**src/rtl/rso_defines.vh**
```
// Constants for the rotate, subtract and sleep execution block.
// Assumes inclusion by rtl/rso_core.v only.
`ifndef RSO_DEFINES_VH
`define RSO_DEFINES_VH
`define RSO_OP_NONE    3'h0
`define RSO_OP_ROTATE  3'h1
`define RSO_OP_SUBLIT  3'h2
`define RSO_OP_SUBFILE 3'h3
`define RSO_OP_SLEEP   3'h4
`define RSO_DEST_ACC   1'h0
`define RSO_DEST_FILE  1'h1
`define RSO_ZERO8      8'h00
`define RSO_MSB        7
`define RSO_NIB        4
`define RSO_WDT_ZERO   8'h00
`define RSO_PRE_ZERO   8'h00
`define RSO_ACC_RST    8'h00
`define RSO_FILE_RST   8'h00
`endif

```
**src/rtl/rso_core.v**
```verilog
// Execution core for rotate-left-through-carry, two subtractions and sleep.
// Assumes one instruction per cycle on op_valid, file read data valid with it.
//
// Notes on behaviour
// - Rotate addressed file left; old carry enters bit 0, bit 7 becomes carry.
// - Sleep clears the power-down status flag.
// - Sleep sets the time-out flag and zeroes watchdog counter and prescaler.
// - After sleep the oscillator stops and execution halts.
// - Literal minus accumulator into accumulator; carry and half-borrow mean no borrow.
// - File minus accumulator to chosen destination; same carry and half-borrow.
`timescale 1ns/1ns
`include "rso_defines.vh"
module rso_core #(
  parameter AW = 7,
  parameter WDT_W = 8,
  parameter PRE_W = 8
) (
  input  wire             clk,
  input  wire             rst_n,
  input  wire             op_valid,
  input  wire [2:0]       op_code,
  input  wire [7:0]       literal,
  input  wire [AW-1:0]    file_addr,
  input  wire             dest_sel,
  input  wire [7:0]       file_rdata,
  input  wire             wake,
  output reg  [7:0]       acc_q,
  output reg              file_we_q,
  output reg  [AW-1:0]    file_waddr_q,
  output reg  [7:0]       file_wdata_q,
  output reg              carry_q,
  output reg              half_borrow_flag_q,
  output reg              zero_q,
  output reg              sleep_entered_flag_q,
  output reg              expiry_flag_q,
  output reg  [WDT_W-1:0] watchdog_counter_q,
  output reg  [PRE_W-1:0] wdt_prescaler_q,
  output reg              osc_run_q,
  output reg              halted_q
);

  reg [7:0] res_d;
  reg [8:0] diff_d;
  reg [4:0] hdiff_d;
  reg [7:0] minuend_d;

  // Destination decode is shared by the rotate and the file subtraction.
  function dest_is_acc;
    input sel;
    begin
      dest_is_acc = (sel == `RSO_DEST_ACC);
    end
  endfunction

  // Subtraction is done as an unsigned 9-bit difference; no borrow means carry set.
  always @* begin
    minuend_d = (op_code == `RSO_OP_SUBLIT) ? literal : file_rdata;
    diff_d    = {1'b0, minuend_d} - {1'b0, acc_q};
    hdiff_d   = {1'b0, minuend_d[`RSO_NIB-1:0]} - {1'b0, acc_q[`RSO_NIB-1:0]};
    res_d     = diff_d[7:0];
    if (op_code == `RSO_OP_ROTATE) begin
      res_d = {file_rdata[`RSO_MSB-1:0], carry_q};
    end
  end

  always @(posedge clk) begin
    if (!rst_n) begin
      acc_q                <= `RSO_ACC_RST;
      file_we_q            <= 1'b0;
      file_waddr_q         <= {AW{1'b0}};
      file_wdata_q         <= `RSO_FILE_RST;
      carry_q              <= 1'b0;
      half_borrow_flag_q   <= 1'b0;
      zero_q               <= 1'b0;
      sleep_entered_flag_q <= 1'b1;
      expiry_flag_q        <= 1'b1;
      watchdog_counter_q   <= {WDT_W{1'b0}};
      wdt_prescaler_q      <= {PRE_W{1'b0}};
      osc_run_q            <= 1'b1;
      halted_q             <= 1'b0;
    end else begin
      file_we_q <= 1'b0;
      if (halted_q) begin
        // Halted core ignores instructions until woken from outside.
        if (wake) begin
          halted_q  <= 1'b0;
          osc_run_q <= 1'b1;
        end
      end else if (op_valid) begin
        case (op_code)
          `RSO_OP_ROTATE: begin
            carry_q <= file_rdata[`RSO_MSB];
            if (dest_is_acc(dest_sel)) begin
              acc_q <= res_d;
            end else begin
              file_we_q    <= 1'b1;
              file_waddr_q <= file_addr;
              file_wdata_q <= res_d;
            end
          end
          `RSO_OP_SUBLIT: begin
            acc_q              <= res_d;
            carry_q            <= ~diff_d[8];
            half_borrow_flag_q <= ~hdiff_d[4];
            zero_q             <= (res_d == `RSO_ZERO8);
          end
          `RSO_OP_SUBFILE: begin
            carry_q            <= ~diff_d[8];
            half_borrow_flag_q <= ~hdiff_d[4];
            zero_q             <= (res_d == `RSO_ZERO8);
            if (dest_is_acc(dest_sel)) begin
              acc_q <= res_d;
            end else begin
              file_we_q    <= 1'b1;
              file_waddr_q <= file_addr;
              file_wdata_q <= res_d;
            end
          end
          `RSO_OP_SLEEP: begin
            sleep_entered_flag_q <= 1'b0;
            expiry_flag_q        <= 1'b1;
            // Widths follow the parameters, so zero is built at the parameter width.
            watchdog_counter_q   <= {WDT_W{1'b0}};
            wdt_prescaler_q      <= {PRE_W{1'b0}};
            osc_run_q            <= 1'b0;
            halted_q             <= 1'b1;
          end
          default: begin
          end
        endcase
      end
    end
  end

endmodule // rso_core

```
**config.mk**
```make
export PLATFORM = sky130hd
export DESIGN_NAME = rso_core
export DESIGN_NICKNAME = d
export VERILOG_FILES = /design/src/rtl/rso_core.v
export VERILOG_INCLUDE_DIRS = /design/src /design/src/rtl
export SDC_FILE = /design/constraint.sdc
export NUM_CORES = 1
export LEC_CHECK = 0
export BUFFER_PORTS_ARGS = -buffer_cell sky130_fd_sc_hd__buf_4
export CORE_ASPECT_RATIO = 1.75
export CORE_MARGIN = 5
export CORE_UTILIZATION = 35
export DETAILED_ROUTE_END_ITERATION = 16
export PLACE_DENSITY = 0.65
export SYNTH_ARGS = -nofsm -noshare
export SYNTH_HDL_FRONTEND = slang
export SYNTH_SLANG_ARGS = --single-unit
```
**constraint.sdc**
```tcl
create_clock -name clk -period 5.9 [get_ports clk]
set_input_delay 1.18 -clock clk [delete_from_list [all_inputs] [get_ports clk]]
set_output_delay 1.18 -clock clk [all_outputs]
set_load 0.005 [all_outputs]
```
---- Yosys cells after proc, flatten, opt, wreduce, memory -nomap -nowiden ----
Cells that the tools add are included.
storage, ports and cells
  output and inout bits ................... 47
  word-level logic and storage cells ...... 52
  bits in registers ....................... 30
  input bits .............................. 31
cells by class
  bitwise logic cells ..................... 6
  reduce and logical (&&, ||, !) cells .... 14
  add/sub/neg operators ................... 2
  muxes and demuxes ....................... 14
  equal/unequal tests ..................... 6
operators with widths
  operator            number
  $mux 8              3
  $pmux 8 s2          1
  $reduce_and 3->1    4
  $mux 1              9
  $sub 8x8->9         1
  $logic_not 8->1     1
  $reduce_and 4->1    2
  $reduce_bool 2->1   4
  $eq 3x2->1 const B  2
  $not 1->1           6
  $sub 4x4->5         1
  $ne 2x2->1 const B  2
  $reduce_or 2->1     2
  $reduce_or 4->1     1
  $eq 3x1->1 const B  1
  $eq 3x3->1 const B  1
  $pmux 1 s2          1

---- Longest topological paths before layout ----
  depth after elaboration ................. 6
  gate-level depth with buffers ........... 12

---- Worst setup path before layout ----
OpenSTA, ideal clock, no wires.
  path kind ............................... input-to-reg
  from .................................... input port op_code[0]
  to ...................................... register zero_q
  setup slack ............................. 2.013 ns
  stages .................................. 9
  data required time ...................... 5.784 ns
  arrival ................................. 3.771 ns
  cells stage by stage .................... buf_4 -> nor3b_2 -> mux2_2 -> ha_1 -> a21o_1 -> or3_1 -> o2111a_1 -> or3_1 -> a41o_1
on the way
  longest elaborated chain between the ends .. 5
  elaborated cells on any way between the ends .. 9
ends and longest elaborated chain
  item                              line            source
  from (decl)                       rso_core.v:21   input wire [2:0] op_code,
  $eq 3x2->1                        rso_core.v:90   case (op_code)
  $mux 8                            rso_core.v:57   minuend_d = (op_code == `RSO_OP_SUBLIT) ? literal : file_rdata;
  $sub 8x8->9                       rso_core.v:58   diff_d = {1'b0, minuend_d} - {1'b0, acc_q};
  $mux 8                            rso_core.v:61   if (op_code == `RSO_OP_ROTATE) begin
  $logic_not 8->1 (no source line)  n/a
  to (signal assigned)              rso_core.v:105  zero_q <= (res_d == `RSO_ZERO8);
  to (signal assigned)              rso_core.v:110  zero_q <= (res_d == `RSO_ZERO8);
  to (decl)                         rso_core.v:33   output reg zero_q,
Parallel ways exist; a longest one is shown, timed or not.
A chain may end at the register's enable or synchronous reset.

---- Worst setup path in the final report ----
Ends and elaborated chain as after synthesis.

==> flow_summary.json <==
{
  "outcome": "finished clean",
  "rr_worst_depth": 9,
  "wire_per_inst_microns": 13.8,
  "drive_gt1_share_pct": 28.3,
  "fin_cells": 330,
  "dp_hpwl_mm": 3.65,
  "ir_drop_v": 0.000132,
  "clk_latency_ns": 0.28,
  "core_sq_um": 4980,
  "ant_nets": 0,
  "yosys-top-cells-count": "30 x dfxtp_1, 27 x nand2_1, 25 x nor2_1",
  "fmax_ghz": 0.256,
  "nNetsFinal": 316,
  "ys_warn_count": 0,
  "grtUsageTotal_pct": 13.9,
  "grt_pass1_wl_mm": 7.36,
  "final_cell_area_sq_um": 2270,
  "cts_setup_buffers": 0,
  "cp_max_fo": 9,
  "start_util_pct": 35.9,
  "chipWidth_microns": 64.0,
  "synth.most_common_cell": "dfxtp_1",
  "netlist_instances": 218,
  "hold_class": "reg2reg",
  "cp-endpoint": "zero_q",
  "portBuffers": 60,
  "final-max-slew-violation-count": 0,
  "finalWeightedCongestion": 0.767,
  "worstSetupStartpointType": "input port",
  "drt-pass1-iter-count": 4,
  "viasPerCell": 4.94,
  "cts_resized": 0,
  "post-route-drc-count": 0,
  "cp.arrival_ns": 4.08,
  "syn_area_per_cell_sq_um": 8.19,
  "cts_tree": "done",
  "die_h_microns": 104,
  "timing.final.crit_share_pct": 66.1,
  "syn2layout_area_growth_pct": 27.3,
  "via_count": 1631,
  "reg2reg_setup_slack_ns": 3.57,
  "io_pins": 78,
  "use_met2_pct": 25.4,
  "synthFlopType": "dfxtp_1",
  "worst_pin_slew_ns": 0.765,
  "grt_pass1_vias": 1607,
  "numCtsBuffers": 5,
  "crit_path_end_kind": "register",
  "initialDrtViolationCount": 29,
  "yosysUniqueCellTypes": 39,
  "root_buffer": "clkbuf_8",
  "worstPathRequired_ns": 6.08,
  "clk_pin_slew_ns": 0.06,
  "htreeDepth": 2,
  "antenna_found_initial": 0,
  "yosysTopAreaCellShare_pct": 33.6,
  "synth.cell_area_sq_um": 1790,
  "synth_edf_count": 0,
  "busiest_layer": "met2",
  "fin_util_pct": 45.7,
  "synth_top_area_cell": "dfxtp_1",
  "slew_headroom_pct": 48.7,
  "postCtsHoldBufs": 0,
  "finalHoldViolations": 0,
  "synth-seq-area-share_pct": 33.6,
  "fin_skew_ns": 0.00409,
  "place_inst": 323,
  "synth_area_leaders": "dfxtp_1 34%, buf_4 7.6%, nand2_1 5.7%",
  "clkSinkCount": 30,
  "worst_hold_slack_ns": 0.446,
  "met3_usage_pct": 3.03,
  "r2r-end": "zero_q",
  "synthArstFlopShare_pct": 0,
  "rsz0062_at_grt": "false",
  "fin_crit_ns": 3.90,
  "r2r-start": "acc_q[0]",
  "globalRouteOverflowTotal": 0,
  "criticalPathCategory": "in2reg",
  "synth-seq-cells": 30,
  "rows": 34,
  "cellPowerDensity_nw_per_um2": 217,
  "setup_viol": 0,
  "maxCapViolCount": 0,
  "die-area_sq_um": 6690,
  "diodes": 0,
  "grt_util_met1_pct": 14.2,
  "routed_wl_mm": 4.55,
  "clockBufferDepth": 2,
  "grt_max_degree": 27,
  "p_leak_nw": 1.02,
  "post_dp_cell_area_sq_um": 2200,
  "crit_path_start": "op_code[0]",
  "tns_ns": 0
}
## how the worst min path moves through the flow
| stage | startpoint | endpoint | slack (ns) | depth (start not counted) |
|---|---|---|---|---|
| after global routing | sleep_entered_flag_q | sleep_entered_flag_q | 0.47 | 2 |
| final | sleep_entered_flag_q | sleep_entered_flag_q | 0.45 | 2 |
| after global placement | sleep_entered_flag_q | sleep_entered_flag_q | 0.44 | 2 |
| after floorplan | sleep_entered_flag_q | sleep_entered_flag_q | 0.44 | 2 |
| after CTS | sleep_entered_flag_q | sleep_entered_flag_q | 0.45 | 2 |
| after detailed placement | sleep_entered_flag_q | sleep_entered_flag_q | 0.44 | 2 |
## kinds of logic after synthesis
group / share of synthesized area [%]
xor gates and xnor gates: 1.96
AOI/OAI and AO/OA: 16.0
adders and majority gates: 6.73
and+or+nand+nor: 19.7
muxes: 8.97
DFF: 33.6
buffers and inverters: 12.5
other: 0.421
## metrics by stage
stage                     worst slack, ns  total power, mW
after floorplan                      2.01            0.305
final                                2.00            0.492
after detailed placement             1.70            0.344
after global placement               1.79            0.343
after CTS                            1.95            0.502
after global routing                 1.78            0.523
## routing by layer
layer,wire length (microns),up-vias
met5,0,-
met4,101,0
met3,283,8
met2,2490,50
met1,1670,747
li1,-,826
## layout by cell type (no fill, tap or decap), types with 2 or more instances in the layout
| master | n |
|---|---|
| ha_1 | 8 |
| buf_4 | 61 |
| nor2_1 | 25 |
| mux2i_1 | 7 |
| o21bai_1 | 2 |
| conb_1 | 17 |
| clkbuf_8 | 5 |
| a21oi_1 | 19 |
| nor3_1 | 5 |
| nand2b_1 | 3 |
| inv_1 | 13 |
| or3_1 | 2 |
| xnor2_1 | 3 |
| a211oi_1 | 9 |
| dfxtp_1 | 30 |
| and3_1 | 2 |
| clkbuf_1 | 2 |
| o21ai_0 | 8 |
| nand2_1 | 27 |
| nor3b_2 | 3 |
| mux2_2 | 8 |
## sequential cells by signal (all words and copies together), names as in the netlist
name and count:
half_borrow_flag_q 1, zero_q 1, carry_q 1, osc_run_q 1
halted_q 1, file_we_q 1, file_wdata_q 8, acc_q 8
sleep_entered_flag_q 1, file_waddr_q 7
## critical path, stage by stage
cell and delay (ns):
buf_4 0.14, nor3b_2 0.59, mux2i_1 0.30, ha_1 0.20
inv_1 0.05, fa_1 0.39, a211oi_1 0.38, o21bai_1 0.14
a21oi_1 0.23, xnor2_1 0.14, mux2i_1 0.12, a41o_1 0.20
## power breakdown
group	total [mW]	leakage (nW)	switching [mW]	internal (mW)
combinational	0.123	0.738	0.0650	0.0582
clock	0.153	0.0383	0.0719	0.0810
sequential	0.216	0.244	0.00532	0.211
## area by class of cell
class / count / area, sq um
Clock buffer: 7 / 76.3
Fill cell: 543 / 2710
Inverter: 14 / 52.6
Multi-Input combinational cell: 164 / 1020
Sequential cell: 30 / 601
Tap cell: 54 / 67.6
Timing Repair Buffer: 61 / 458
No activity file was read; power rests on OpenSTA's default activity.
